`config.mk`:
```
export PLATFORM = sky130hd
export DESIGN_NAME = ilm_core
export DESIGN_NICKNAME = d
export VERILOG_FILES = /design/src/verilog/ilm_pkg.sv /design/src/verilog/ilm_core.sv /design/src/verilog/ilm_prio_enc.sv
export SDC_FILE = /design/constraint.sdc
export NUM_CORES = 1
export LEC_CHECK = 0
export ABC_AREA = 1
export BUFFER_PORTS_ARGS = -buffer_cell sky130_fd_sc_hd__buf_2
export CORE_UTILIZATION = 40
export CTS_CLUSTER_DIAMETER = 120
export DETAILED_ROUTE_END_ITERATION = 7
export GPL_ROUTABILITY_DRIVEN = 0
export PLACE_DENSITY = 0.67
export SYNTH_ARGS = -nofsm -noshare
export SYNTH_HDL_FRONTEND = slang
export SYNTH_HIERARCHICAL = 1
export SYNTH_SLANG_ARGS = --single-unit
```
`constraint.sdc`:
```
create_clock -name clk -period 2.9 [get_ports clk]
set_input_delay 0.29 -clock clk [delete_from_list [all_inputs] [get_ports clk]]
set_output_delay 0.29 -clock clk [all_outputs]
set_load 0.05 [all_outputs]
```
`src/verilog/ilm_pkg.sv`:
```
`default_nettype none
package ilm_pkg;
  localparam int DW = 32;
  localparam int PRI_W = 14;
  localparam int SEC_W = 16;
  localparam int SEC_BASE = 15;
  localparam int NIRQ = 31;
  localparam int VEC_W = 5;
  localparam int MP_SUM_BIT = 14;
  localparam int MP_RSVD_BIT = 31;
  localparam logic [DW-1:0] MP_WR_MASK = 32'h7FFF_BFFF;
  localparam logic [1:0] SEL_PRI = 2'h0;
  localparam logic [1:0] SEL_SEC = 2'h1;
  localparam logic [1:0] SEL_MP = 2'h2;
  localparam logic [1:0] SEL_MASK = 2'h3;
  localparam logic [1:0] OP_WRITE = 2'h0;
  localparam logic [1:0] OP_SET = 2'h1;
  localparam logic [1:0] OP_CLR = 2'h2;
  localparam logic [PRI_W-1:0] PRI_RST = 14'h0000;
  localparam logic [SEC_W-1:0] SEC_RST = 16'h0000;
  localparam logic [DW-1:0] MP_RST = 32'h0000_0000;
  localparam logic [DW-1:0] MASK_RST = 32'h0000_0000;
  typedef enum logic {ST_IDLE, ST_SERVE} ilm_state_t;
endpackage
`default_nettype wire

```
`src/verilog/ilm_core.sv`:
```
// Operation
// mask-pointer bits 0-13 written exactly, no shift
// bit 14 mirrors link summary, write-protected
// reserved bit 31 ignores writes
// highest priority first, then descending order
// core bit-set of latch requests service
// debugger avoids breakpoint after latch/pointer writes
// one service per latch, pointer bit set
`timescale 1ns/1ps
`default_nettype none
module ilm_core (
  input wire logic clk,
  input wire logic sys_rst,
  input wire logic reg_wr_en,
  input wire logic [1:0] reg_sel,
  input wire logic [1:0] reg_op,
  input wire logic [ilm_pkg::DW-1:0] reg_wr_data,
  input wire logic [1:0] reg_rd_sel,
  input wire logic [ilm_pkg::PRI_W-1:0] irq_pri,
  input wire logic [ilm_pkg::SEC_W-1:0] irq_sec,
  input wire logic link_port_interrupt_summary,
  input wire logic svc_return,
  output logic [ilm_pkg::DW-1:0] reg_rd_data,
  output logic svc_start,
  output logic svc_active,
  output logic [ilm_pkg::VEC_W-1:0] svc_vector
);
  import ilm_pkg::*;

  logic [PRI_W-1:0] primary_interrupt_latch_q, pri_d;
  logic [SEC_W-1:0] secondary_interrupt_latch_q, sec_d;
  logic [DW-1:0] interrupt_mask_pointer_q, mp_d;
  logic [DW-1:0] interrupt_mask_q, mask_d;
  ilm_state_t state_q, state_d;
  logic [VEC_W-1:0] cur_q;
  logic svc_start_q;
  logic svc_active_q;
  logic [DW-1:0] rd_q, rd_d;

  // op 3 leaves the register as it is
  function automatic logic [DW-1:0] apply_op(input logic [DW-1:0] old,
    input logic [DW-1:0] data, input logic [1:0] op);
    logic [DW-1:0] r;
    r = old;
    case (op)
      OP_WRITE: r = data;
      OP_SET: r = old | data;
      OP_CLR: r = old & ~data;
      default: r = old;
    endcase
    return r;
  endfunction

  wire wr_pri = reg_wr_en && (reg_sel == SEL_PRI);
  wire wr_sec = reg_wr_en && (reg_sel == SEL_SEC);
  wire wr_mp = reg_wr_en && (reg_sel == SEL_MP);
  wire wr_mask = reg_wr_en && (reg_sel == SEL_MASK);

  wire [DW-1:0] pri_ext = {{(DW-PRI_W){1'b0}}, primary_interrupt_latch_q};
  wire [DW-1:0] sec_ext = {{(DW-SEC_W){1'b0}}, secondary_interrupt_latch_q};
  wire [DW-1:0] pri_wv = wr_pri ? apply_op(pri_ext, reg_wr_data, reg_op)
                                : pri_ext;
  wire [DW-1:0] sec_wv = wr_sec ? apply_op(sec_ext, reg_wr_data, reg_op)
                                : sec_ext;
  wire [DW-1:0] mp_wv = wr_mp ? apply_op(interrupt_mask_pointer_q,
                                         reg_wr_data, reg_op)
                              : interrupt_mask_pointer_q;

  // interrupt n: 0-13 primary, 15-30 secondary, 14 has no source
  wire [NIRQ-1:0] latch_vec = {secondary_interrupt_latch_q, 1'b0,
                               primary_interrupt_latch_q};
  wire [NIRQ-1:0] irq_vec = {irq_sec, 1'b0, irq_pri};
  wire [NIRQ-1:0] pend = latch_vec & interrupt_mask_q[NIRQ-1:0];

  logic pend_found;
  logic [VEC_W-1:0] pend_idx;

  // fixed priority on purpose: a rotating scan would break the ordering
  ilm_prio_enc #(
    .W(NIRQ),
    .IW(VEC_W)
  ) u_prio (
    .req(pend),
    .found(pend_found),
    .index(pend_idx)
  );

  wire take = (state_q == ST_IDLE) && pend_found;
  wire ret = (state_q == ST_SERVE) && svc_return;
  wire [NIRQ-1:0] take_oh = take ? (31'h1 << pend_idx) : '0;
  wire [NIRQ-1:0] ret_oh = ret ? (31'h1 << cur_q) : '0;

  // the taken bit is cleared only if it was already latched, so a core
  // write in the same cycle cannot re-arm it and cause a second service;
  // a fresh hardware event still wins over the clear
  wire [NIRQ-1:0] clr_vec = take_oh & latch_vec;
  assign pri_d = (pri_wv[PRI_W-1:0] & ~clr_vec[PRI_W-1:0]) | irq_pri;
  assign sec_d = (sec_wv[SEC_W-1:0] & ~clr_vec[NIRQ-1:SEC_BASE]) | irq_sec;

  // service marking is merged after the write so it survives a
  // coincident full write of the pointer
  wire [NIRQ-1:0] mp_core = (mp_wv[NIRQ-1:0] | take_oh) & ~ret_oh;
  assign mp_d = {1'b0,
                 mp_core[NIRQ-1:MP_SUM_BIT+1],
                 link_port_interrupt_summary,
                 mp_core[MP_SUM_BIT-1:0]};

  assign mask_d = wr_mask ? apply_op(interrupt_mask_q, reg_wr_data, reg_op)
                          : interrupt_mask_q;

  always_comb
  begin
    state_d = state_q;
    case (state_q)
      ST_IDLE:
        if (take)
          state_d = ST_SERVE;
      ST_SERVE:
        if (svc_return)
          state_d = ST_IDLE;
      default: state_d = ST_IDLE;
    endcase
  end

  // busy flag is taken from the next state so it is a plain flop output
  wire serve_next = (state_d == ST_SERVE);

  // registered read: data trails reg_rd_sel by one cycle
  wire [DW-1:0] rd_pri = pri_ext;
  wire [DW-1:0] rd_sec = sec_ext;
  assign rd_d = (reg_rd_sel == SEL_PRI) ? rd_pri :
                (reg_rd_sel == SEL_SEC) ? rd_sec :
                (reg_rd_sel == SEL_MP) ? interrupt_mask_pointer_q :
                interrupt_mask_q;

  always_ff @(posedge clk)
  begin
    if (sys_rst)
    begin
      primary_interrupt_latch_q <= PRI_RST;
      secondary_interrupt_latch_q <= SEC_RST;
      interrupt_mask_pointer_q <= MP_RST;
      interrupt_mask_q <= MASK_RST;
      state_q <= ST_IDLE;
      cur_q <= '0;
      svc_start_q <= 1'b0;
      svc_active_q <= 1'b0;
      rd_q <= '0;
    end
    else
    begin
      primary_interrupt_latch_q <= pri_d;
      secondary_interrupt_latch_q <= sec_d;
      interrupt_mask_pointer_q <= mp_d;
      interrupt_mask_q <= mask_d;
      state_q <= state_d;
      if (take)
        cur_q <= pend_idx;
      svc_start_q <= take;
      svc_active_q <= serve_next;
      rd_q <= rd_d;
    end
  end

  assign reg_rd_data = rd_q;
  assign svc_start = svc_start_q;
  assign svc_active = svc_active_q;
  assign svc_vector = cur_q;

  // checks
  logic [NIRQ-1:0] pend_past_q;
  logic [NIRQ-1:0] irq_past_q;
  always_ff @(posedge clk)
  begin
    pend_past_q <= pend;
    irq_past_q <= irq_vec;
  end
  wire [NIRQ-1:0] higher_mask = (31'h1 << cur_q) - 31'h1;

  a_mp_low_exact: assert property (@(posedge clk) disable iff (sys_rst)
    (wr_mp && reg_op == OP_WRITE && state_q == ST_IDLE && !take)
    |=> (interrupt_mask_pointer_q[MP_SUM_BIT-1:0]
         == $past(reg_wr_data[MP_SUM_BIT-1:0])))
    else $error("mask pointer low bits not written exactly");
  a_mp_sum_ro: assert property (@(posedge clk) disable iff (sys_rst)
    wr_mp |=> (interrupt_mask_pointer_q[MP_SUM_BIT]
               == $past(link_port_interrupt_summary)))
    else $error("summary bit changed by write");
  a_mp_rsvd_zero: assert property (@(posedge clk) disable iff (sys_rst)
    (wr_mp && reg_wr_data[MP_RSVD_BIT])
    |=> !interrupt_mask_pointer_q[MP_RSVD_BIT])
    else $error("reserved bit took a write");
  a_prio_highest: assert property (@(posedge clk) disable iff (sys_rst)
    svc_start_q |-> ((pend_past_q & higher_mask) == '0))
    else $error("lower priority serviced first");
  a_bitset_service: assert property (@(posedge clk)
    disable iff (sys_rst)
    (wr_pri && reg_op == OP_SET && state_q == ST_IDLE && !take
     && (reg_wr_data[PRI_W-1:0] & interrupt_mask_q[PRI_W-1:0]) != '0)
    |-> ##2 svc_start_q)
    else $error("core bit-set did not request service");
  a_once_marked: assert property (@(posedge clk) disable iff (sys_rst)
    svc_start_q |-> (interrupt_mask_pointer_q[cur_q]
                     && (!latch_vec[cur_q] || irq_past_q[cur_q])))
    else $error("serviced bit not marked or left latched");
  a_ret_unmarks: assert property (@(posedge clk) disable iff (sys_rst)
    (ret && !wr_mp) |=> !interrupt_mask_pointer_q[cur_q])
    else $error("pointer bit kept after return");
  // no nesting: a new pend waits until the return edge
  a_no_nesting: assert property (@(posedge clk) disable iff (sys_rst)
    (svc_active_q && !svc_return) |=> (!svc_start_q && $stable(cur_q)))
    else $error("service started while another was active");
  a_hw_latched: assert property (@(posedge clk) disable iff (sys_rst)
    (irq_vec != '0) |=> ((latch_vec & $past(irq_vec)) == $past(irq_vec)))
    else $error("hardware event lost against a clear");
  a_mp_op_none: assert property (@(posedge clk) disable iff (sys_rst)
    (wr_mp && reg_op == 2'h3 && state_q == ST_IDLE && !take)
    |=> (interrupt_mask_pointer_q[MP_SUM_BIT-1:0]
         == $past(interrupt_mask_pointer_q[MP_SUM_BIT-1:0])))
    else $error("no-effect op changed the pointer");

  c_service: cover property (@(posedge clk) disable iff (sys_rst)
    svc_start_q ##[1:20] svc_return);
  c_coincide: cover property (@(posedge clk) disable iff (sys_rst)
    take && (wr_sec || wr_mp));
  c_two_pending: cover property (@(posedge clk) disable iff (sys_rst)
    take && ((pend & ~take_oh) != '0));
  c_hw_relatch: cover property (@(posedge clk) disable iff (sys_rst)
    take && ((irq_vec & take_oh) != '0));
endmodule
`default_nettype wire

```
`src/verilog/ilm_prio_enc.sv`:
```
`timescale 1ns/1ps
`default_nettype none
// lowest index wins: index 0 is the highest priority
module ilm_prio_enc #(
  parameter int W = 31,
  parameter int IW = 5
) (
  input wire logic [W-1:0] req,
  output logic found,
  output logic [IW-1:0] index
);
  always_comb
  begin
    found = 1'b0;
    index = '0;
    for (int i = W - 1; i >= 0; i--)
    begin
      if (req[i])
      begin
        found = 1'b1;
        index = IW'(i);
      end
    end
  end
endmodule
`default_nettype wire
```
==> flow_summary_export.csv, run 1 <==
group,metric,value,unit
synthesis,synthAdderAreaFrac,1.240,%
timing,setup_tns,-1840,ps
grt,grt_max_degree,51,
routing,vias_per_cell,5.478,
synthesis,synth_simple_gate_area_share,34.52,%
grt,grt_remaining_overflow,0,
clock_tree,root_buffer,"clkbuf_16",
status,status,"complete, but fails checks",
synthesis,synthCells,1361,
floorplanning,core-area,0.01965,mm²
synthesis,synth-xor-area-share,0,%
finish,drive_gt1_share,18.55,%
placed_design,placed_cells,1736,
routing,via_count,9691,
timing,setup_viol,43,
worst_setup_path,max_stage_delay,360,ps
status,violations,"DRC, setup timing",
synthesis,synth_top_area_share,32.73,%
power_and_ir_drop,p_per_area,550.1,mW/mm²
synthesis,yosys-top-cells-count,"nand2_1, inv_1, nand3_1",
finish,final_nets,1572,
grt,grt_pass1_wl,48830,µm
synthesis,synth_async_sr_flop_share,0,%
clock_tree,cts_buffer_depth,2,
worst_setup_path,crit_path_frequent_cell,"nand2_1",
grt,grt_pass1_vias,8754,
synthesis,synth_top_family_by_area,"simple AND/OR/NAND/NOR gates",
floorplanning,dieArea,0.02075,mm²
placed_design,dpl.hpwl,22140,µm
synthesis,synth.area.mux_share,0,%
timing,min_period_over_period,103.3,%
routing,drt_iter0_drc,1355,
clock_tree,cts_buffers,17,
floorplanning,io_pins,112,
timing,final.min_clock_period,2996,ps
routing,firstDrtPassIters,8,
clock_tree,htree_num_levels,4,
timing,slew_headroom,50.30,%
power_and_ir_drop,irDropWorstVdd,391.1,µV
worst_setup_path,cp_data_required_time,3210,ps
power_and_ir_drop,p_leak,4.980,nW
timing,hold_viol,0,
timing,whs,57.76,ps
clock_tree,cts_sinks,132,
placed_design,place_ws,-38.78,ps
placed_design,port_buffers,111,
finish,layoutNonFillerInstCount,1769,
clock_tree,cts.clk_slew.worst_paths,60,ps
floorplanning,row_count,51,
synthesis,synth-edff-count,0,
power_and_ir_drop,p_switching,1.814,mW
worst_setup_path,path_max_fanout,7,
grt,grt_antenna_before_repair,0,
floorplanning,start_util,41.07,%
worst_setup_path,path_delay_family,"simple AND/OR/NAND/NOR gates",
routing,drt-wirelength-per-cell,18.16,µm
timing,rsz0062_at_grt,"yes",
synthesis,ys_seq_area_share,32.73,%
synthesis,synth_flop_cell,"dfxtp_1",
flow_run,maxCapViolations,0,
worst_setup_path,end_kind,"flip-flop",
synthesis,ys_ff_latch,132,
synthesis,ys_top_cells_by_area,"dfxtp_1, nand2_1, inv_1",
routing,ant_nets,0,
routing,wl,32130,µm
timing,clock.fmax,333.7,MHz
finish,area_growth,24.89,%
synthesis,syn_area_per_cell,5.931,µm²
timing,worstMarginPinSlew,744.7,ps
clock_tree,cts_tree,"built",
power_and_ir_drop,swShare,32.71,%
power_and_ir_drop,p_clk_share,41.2,%
timing,slew_viol_final,0,
synthesis,yosys_warnings,6,
synthesis,syn_area,0.008073,mm²
floorplanning,die_h,144.1,µm
clock_tree,clk_latency,430,ps
routing,drcViolationCount,30,
worst_setup_path,slowest_stage,"dfxtp_1",
power_and_ir_drop,pwr-share-comb,22.5,%
floorplanning,fp.dieW,144.1,µm
synthesis,synth_compound_area_share,18.52,%
synthesis,yosysUniqueCellTypes,31,
worst_setup_path,cp_num_buf_inv,3,
worst_hold_path,min_path_type,"input pin to flip-flop",
power_and_ir_drop,p_seq_share,36.3,%
worst_setup_path,arrival,3310,ps
worst_setup_path,crit_type,"flip-flop to flip-flop",
timing,fin_skew,7.227,ps
power_and_ir_drop,p_int,3.732,mW
synthesis,netlist.top_cell.by_area,"dfxtp_1",
grt,gr-usage-all-layers,31.73,%
timing,setup_ws,-96.38,ps
finish,antenna_cells,0,
synthesis,yosysMostFrequentCell,"nand2_1",
worst_setup_path,critPathLaunchType,"flip-flop",
[path summary, 6_finish.rpt]
kind	from	to	slack, ps	depth (start not counted)
setup / recovery	interrupt_mask_q[29]	interrupt_mask_pointer_q[6]	-100	38
hold / removal	link_port_interrupt_summary	interrupt_mask_pointer_q[14]	60	3
setup reg to reg	interrupt_mask_q[29]	interrupt_mask_pointer_q[6]	-100	38
hold reg to reg	interrupt_mask_pointer_q[20]	reg_rd_data[20]	470	2
[power by group through the flow]
stage	Combinational, mW	Sequential (mW)	Clock, mW
global route	1.34	2.02	2.38
CTS	1.17	2.01	2.29
floorplan	0.624	2.13	0
finish	1.25	2.01	2.28
detailed placement	1.16	2.04	0
global placement	1.15	2.04	0
[per-layer routing]
| metal | GRT usage (%) | up-vias | routed length, µm |
|---|---|---|---|
| met4 | 17.58 | 0 | 1530 |
| met2 | 49.33 | 657 | 14000 |
| met1 | 41.11 | 4325 | 13110 |
| met3 | 6.126 | 114 | 3490 |
| li1 | - | 4595 | - |
| met5 | 0 | - | 0 |
[kinds of logic after synthesis]
kind of cell               Yosys count
DFF                                132
and+or+nand+nor                    683
buffers and inverters              269
AOI/OAI and AO/OA                  268
adders and majority gates            8
other                                1
[worst register-to-register path, delay by kind of cell (launching register included)]
| kind | cells | cell delay, ps |
|---|---|---|
| compound gates | 2 | 380 |
| flops | 1 | 360 |
| simple gates | 33 | 1820 |
| buf+inv | 3 | 320 |
[metrics by stage]
stage,instance area (µm²),power (mW),util (%)
2_1_floorplan,8077,2.749,-
3_3_place_gp,9198,3.198,46.80
3_5_place_dp,9198,3.203,46.80
4_1_cts,9823,5.469,49.98
5_1_grt,10080,5.749,51.30
6_report,10080,5.546,51.30
[sequential cells by signal, indices dropped and copies added (netlist names)]
| name | cells |
|---|---|
| svc_start | 1 |
| svc_active | 1 |
| reg_rd_data | 32 |
| svc_vector | 5 |
| primary_interrupt_latch_q | 14 |
| interrupt_mask_pointer_q | 31 |
| secondary_interrupt_latch_q | 16 |
| interrupt_mask_q | 32 |
[what timing repair did]
action / 4_1_cts / 5_1_grt
gates resized for setup: 3 / 75
pin swaps: 0 / 19
endpoints found under the setup margin: 6 / 60
hold endpoints to repair: 0 / 0
gates cloned: 0 / 0
hold buffers: 0 / 0
setup buffers: 0 / 1
[cells in the final DEF, fill, tap and decap left out, types with 27 or more instances in the layout]
cell and count:
a21oi_1 125, buf_2 111, buf_4 55, dfxtp_1 126
inv_1 190, nand2_1 385, nand3_1 125, nor2_1 116
o21ai_0 59, o21bai_1 27
[layout make-up]
type,instances,area [µm²]
flip-flops and latches,132,2650
inverters,207,793.3
fillers,2050,9572
repair buffers,172,1054
multi-input cells,961,4641
clock buffers,23,488.0
well taps,265,331.6
clock inverters,9,125.1
No activity file was read; power rests on OpenSTA's default activity.
==> run 2, diff against run 1 <==
GPL_TIMING_DRIVEN = 0   (was default)
SKIP_CTS_REPAIR_TIMING = 1   (was default)
==> flow_summary_export.csv, run 2 (same netlist as run 1, synthesis figures left out) <==
group,metric,value,unit
power_and_ir_drop,p_leak,4.887,nW
clock_tree,cts_buffer_depth,2,
clock_tree,cts_buffers,17,
floorplanning,fp.dieW,144.1,µm
grt,grt_max_degree,17,
worst_setup_path,crit_path_frequent_cell,"nand2_1",
worst_setup_path,arrival,3480,ps
routing,maxUsedRoutingLayer,"met4",
placed_design,dpl.hpwl,24900,µm
clock_tree,cts_sinks,132,
routing,wl,35050,µm
finish,fill_cells,2031,
finish,final_nets,1587,
timing,slew_headroom,24.58,%
power_and_ir_drop,fin_total_pwr,5.401,mW
finish,antenna_cells,0,
worst_setup_path,critPathLaunchType,"flip-flop",
timing,hold_viol,0,
floorplanning,dieArea,0.02075,mm²
routing,wl_met3,4985,µm
routing,vias_per_cell,5.684,
floorplanning,die_h,144.1,µm
worst_setup_path,crit_type,"flip-flop to flip-flop",
worst_setup_path,slowest_stage,"dfxtp_1",
worst_setup_path,cp_data_required_time,3170,ps
routing,dr_wl_met2,14360,µm
routing,firstDrtPassIters,8,
routing,drt-wirelength-per-cell,19.68,µm
grt,gr-usage-all-layers,33.44,%
worst_setup_path,path_delay_family,"simple AND/OR/NAND/NOR gates",
worst_setup_path,max_stage_delay,410,ps
routing,drcViolationCount,3,
timing,setup_ws,-311.6,ps
timing,final.min_clock_period,3212,ps
worst_setup_path,worst-path-stages,35,
finish,layoutNonFillerInstCount,1781,
flow_run,maxCapViolations,0,
routing,via_count,10120,
finish,final_cell_mix,"nand2_1, inv_1, buf_2, dfxtp_1, a21oi_1",
worst_setup_path,r2r_cells,35,
timing,clock.fmax,311.4,MHz
routing,drt_iter0_drc,1773,
worst_setup_path,r2r_slack,-310,ps
clock_tree,htree_num_levels,4,
clock_tree,cts_tree,"built",
clock_tree,clk_latency,440,ps
grt,grt_pass1_vias,8819,
floorplanning,row_count,51,
timing,fin_skew,6.623,ps
worst_setup_path,end_kind,"flip-flop",
worst_setup_path,cp_num_buf_inv,4,
finish,drive_gt1_share,19.26,%
clock_tree,cts.clk_slew.worst_paths,60,ps
grt,grt_pass1_wl,50130,µm
finish,area_growth,26.64,%
timing,rsz0062_at_grt,"yes",
placed_design,placed_cells,1737,
floorplanning,start_util,41.07,%
placed_design,port_buffers,110,
worst_hold_path,min_path_cells,3,
floorplanning,io_pins,112,
clock_tree,root_buffer,"clkbuf_16",
status,status,"complete, but fails checks",
status,violations,"DRC, setup timing",
routing,m1WireLength,13340,µm
grt,grt_antenna_before_repair,0,
timing,worstMarginPinSlew,1131,ps
routing,ant_nets,0,
power_and_ir_drop,irDropWorstVdd,454.3,µV
floorplanning,core-area,0.01965,mm²
timing,min_period_over_period,110.7,%
timing,setup_viol,58,
power_and_ir_drop,p_per_area,528.3,mW/mm²
grt,grt_remaining_overflow,0,
placed_design,place_ws,-558.8,ps
worst_hold_path,min_path_type,"input pin to flip-flop",
finish,layout_commonest_cell,"nand2_1",
timing,slew_viol_final,0,
worst_setup_path,path_max_fanout,7,
-- run 2: layer usage --
layer	up-vias	track usage, %
met5	-	0
met4	0	23.35
met3	191	8.609
met2	825	47.93
met1	4493	43.50
li1	4614	-
-- run 2: worst paths after layout --
kind / to / startpoint
max: secondary_interrupt_latch_q[2] / secondary_interrupt_latch_q[10]
max reg2reg: secondary_interrupt_latch_q[2] / secondary_interrupt_latch_q[10]
min reg2reg: reg_rd_data[31] / interrupt_mask_q[31]
min: interrupt_mask_pointer_q[14] / link_port_interrupt_summary
-- run 2: cell type report --
class / count / area, µm² / area share, %
sequential: 132 / 2663 / 26.04
tap: 265 / 331.6 / 3.243
clock buffer: 24 / 491.7 / 4.810
buffer: 62 / 257.7 / 2.521
inverter: 207 / 794.5 / 7.771
timing repair buffer: 125 / 726.9 / 7.110
clock inverter: 5 / 27.53 / 0.2692
multi-input combinational: 961 / 4931 / 48.23
-- run 2: report_power, final --
group          internal, mW  switching, mW
combinational         0.389           1.00
clock                  1.16          0.832
sequential             1.92         0.0986
-- run 2: tightest hold or removal path, delay by kind of cell --
kind | cells | cell delay, ps
buf+inv | 2 | 110
simple gates | 1 | 60
-- run 2: stage by stage --
step                      area, µm²  hold slack, ps  util [%]  TNS, ps
after floorplan                8077           397.0         -        0
after global placement         8959           451.5     45.58   -16010
after detailed placement       8959           452.9     45.58   -15120
after CTS                      9478           67.53     48.22   -16790
after global routing          10220           98.71     52.02   -22090
final                         10220           62.33     52.02   -10650
==> run 3, diff against run 2 <==
PLACE_DENSITY = 0.55   (was 0.67)
==> flow_summary_export.csv, run 3 (same netlist as run 1, synthesis figures left out) <==
group,metric,value,unit
status,status,"complete, but fails checks",
status,violations,"setup timing",
worst_setup_path,crit_path_frequent_cell,"nand2_1",
clock_tree,cts_buffer_depth,2,
placed_design,port_buffers,110,
finish,layoutNonFillerInstCount,1792,
routing,via_count,9907,
floorplanning,row_count,51,
worst_setup_path,path_max_fanout,7,
placed_design,placed_cells,1737,
clock_tree,cts_buffers,17,
timing,setup_tns,-9576,ps
placed_design,place_area,0.008959,mm²
clock_tree,cts.clk_slew.worst_paths,60,ps
grt,grt_pass1_wl,51770,µm
timing,worstMarginPinSlew,1268,ps
routing,vias_per_cell,5.528,
worst_setup_path,cp_data_required_time,3190,ps
clock_tree,cts_tree,"built",
floorplanning,core-area,0.01965,mm²
placed_design,dpl.hpwl,26220,µm
placed_design,place_ws,-618.3,ps
worst_setup_path,slowest_stage,"dfxtp_4",
timing,hold_viol,0,
timing,final.min_clock_period,3205,ps
clock_tree,clk_latency,440,ps
finish,stdcell_area,0.01040,mm²
power_and_ir_drop,p_leak,4.990,nW
worst_setup_path,critPathLaunchType,"flip-flop",
worst_setup_path,max_stage_delay,380,ps
clock_tree,htree_num_levels,4,
floorplanning,dieArea,0.02075,mm²
timing,slew_viol_final,0,
timing,min_period_over_period,110.5,%
finish,drive_gt1_share,20.10,%
worst_setup_path,crit_type,"flip-flop to flip-flop",
timing,slew_headroom,14.84,%
finish,final_cell_mix,"nand2_1, inv_1, a21oi_1, buf_2, dfxtp_1",
finish,fill_cells,2086,
finish,antenna_cells,0,
timing,setup_ws,-304.6,ps
timing,fin_skew,11.45,ps
worst_setup_path,end_kind,"flip-flop",
finish,layout_commonest_cell,"nand2_1",
floorplanning,start_util,41.07,%
power_and_ir_drop,p_per_area,566.0,mW/mm²
grt,grt_pass1_vias,8670,
timing,setup_viol,57,
worst_hold_path,min_path_type,"input pin to flip-flop",
routing,firstDrtPassIters,8,
routing,wl,36220,µm
finish,area_growth,28.81,%
floorplanning,io_pins,112,
grt,grt_max_degree,17,
routing,drt-wirelength-per-cell,20.21,µm
routing,drt_iter0_drc,1258,
routing,drcViolationCount,0,
floorplanning,die_h,144.1,µm
clock_tree,cts_sinks,132,
power_and_ir_drop,irDropWorstVdd,445.1,µV
floorplanning,fp.dieW,144.1,µm
timing,rsz0062_at_grt,"yes",
timing,clock.fmax,312.1,MHz
power_and_ir_drop,fin_total_pwr,5.886,mW
routing,ant_nets,0,
worst_setup_path,arrival,3500,ps
flow_run,maxCapViolations,0,
grt,grt_remaining_overflow,0,
clock_tree,root_buffer,"clkbuf_16",
grt,gr-usage-all-layers,34.89,%
finish,final_nets,1595,
grt,grt_antenna_before_repair,0,
## run 3: cell type report
type	instances	area [µm²]	area share, %
repair buffers	133	774.5	7.448
plain buffers	62	259.0	2.491
clock buffers	20	446.7	4.296
clock inverters	12	202.7	1.949
multi-input cells	961	4923	47.35
flip-flops and latches	132	2659	25.57
well taps	265	331.6	3.189
inverters	207	802.0	7.713
## run 3: where the power goes
group / switching (mW) / internal (mW)
sequential: 0.0952 / 1.92
clock: 0.904 / 1.55
combinational: 1.01 / 0.408
total: 2.01 / 3.88
## run 3: critical path: cells and delay by family, from the launching register on
family / cells / cell delay (ps)
buffers and inverters: 3 / 390
AND/OR/NAND/NOR: 32 / 2080
flip-flops: 1 / 380
AO/OA/AOI/OAI: 2 / 210
## run 3: worst paths after layout
check	start	end	slack (ps)	cells past startpoint
setup reg to reg	secondary_interrupt_latch_q[14]	primary_interrupt_latch_q[13]	-300	37
setup / recovery	secondary_interrupt_latch_q[14]	primary_interrupt_latch_q[13]	-300	37
hold reg to reg	interrupt_mask_q[31]	reg_rd_data[31]	460	2
hold / removal	link_port_interrupt_summary	interrupt_mask_pointer_q[14]	50	3
## run 3: stage by stage
step	hold slack, ps	util (%)
after CTS	50.76	48.89
after floorplan	397.0	-
after global placement	444.3	45.58
after global routing	77.07	52.91
final	49.76	52.91
after detailed placement	437.5	45.58
## run 3: per-layer routing
metal,GRT usage [%],up-vias,wire length [µm]
li1,-,4632,-
met1,46.48,4546,15110
met2,51.16,634,15580
met3,8.013,95,3959
met4,20.49,0,1572
met5,0,-,0
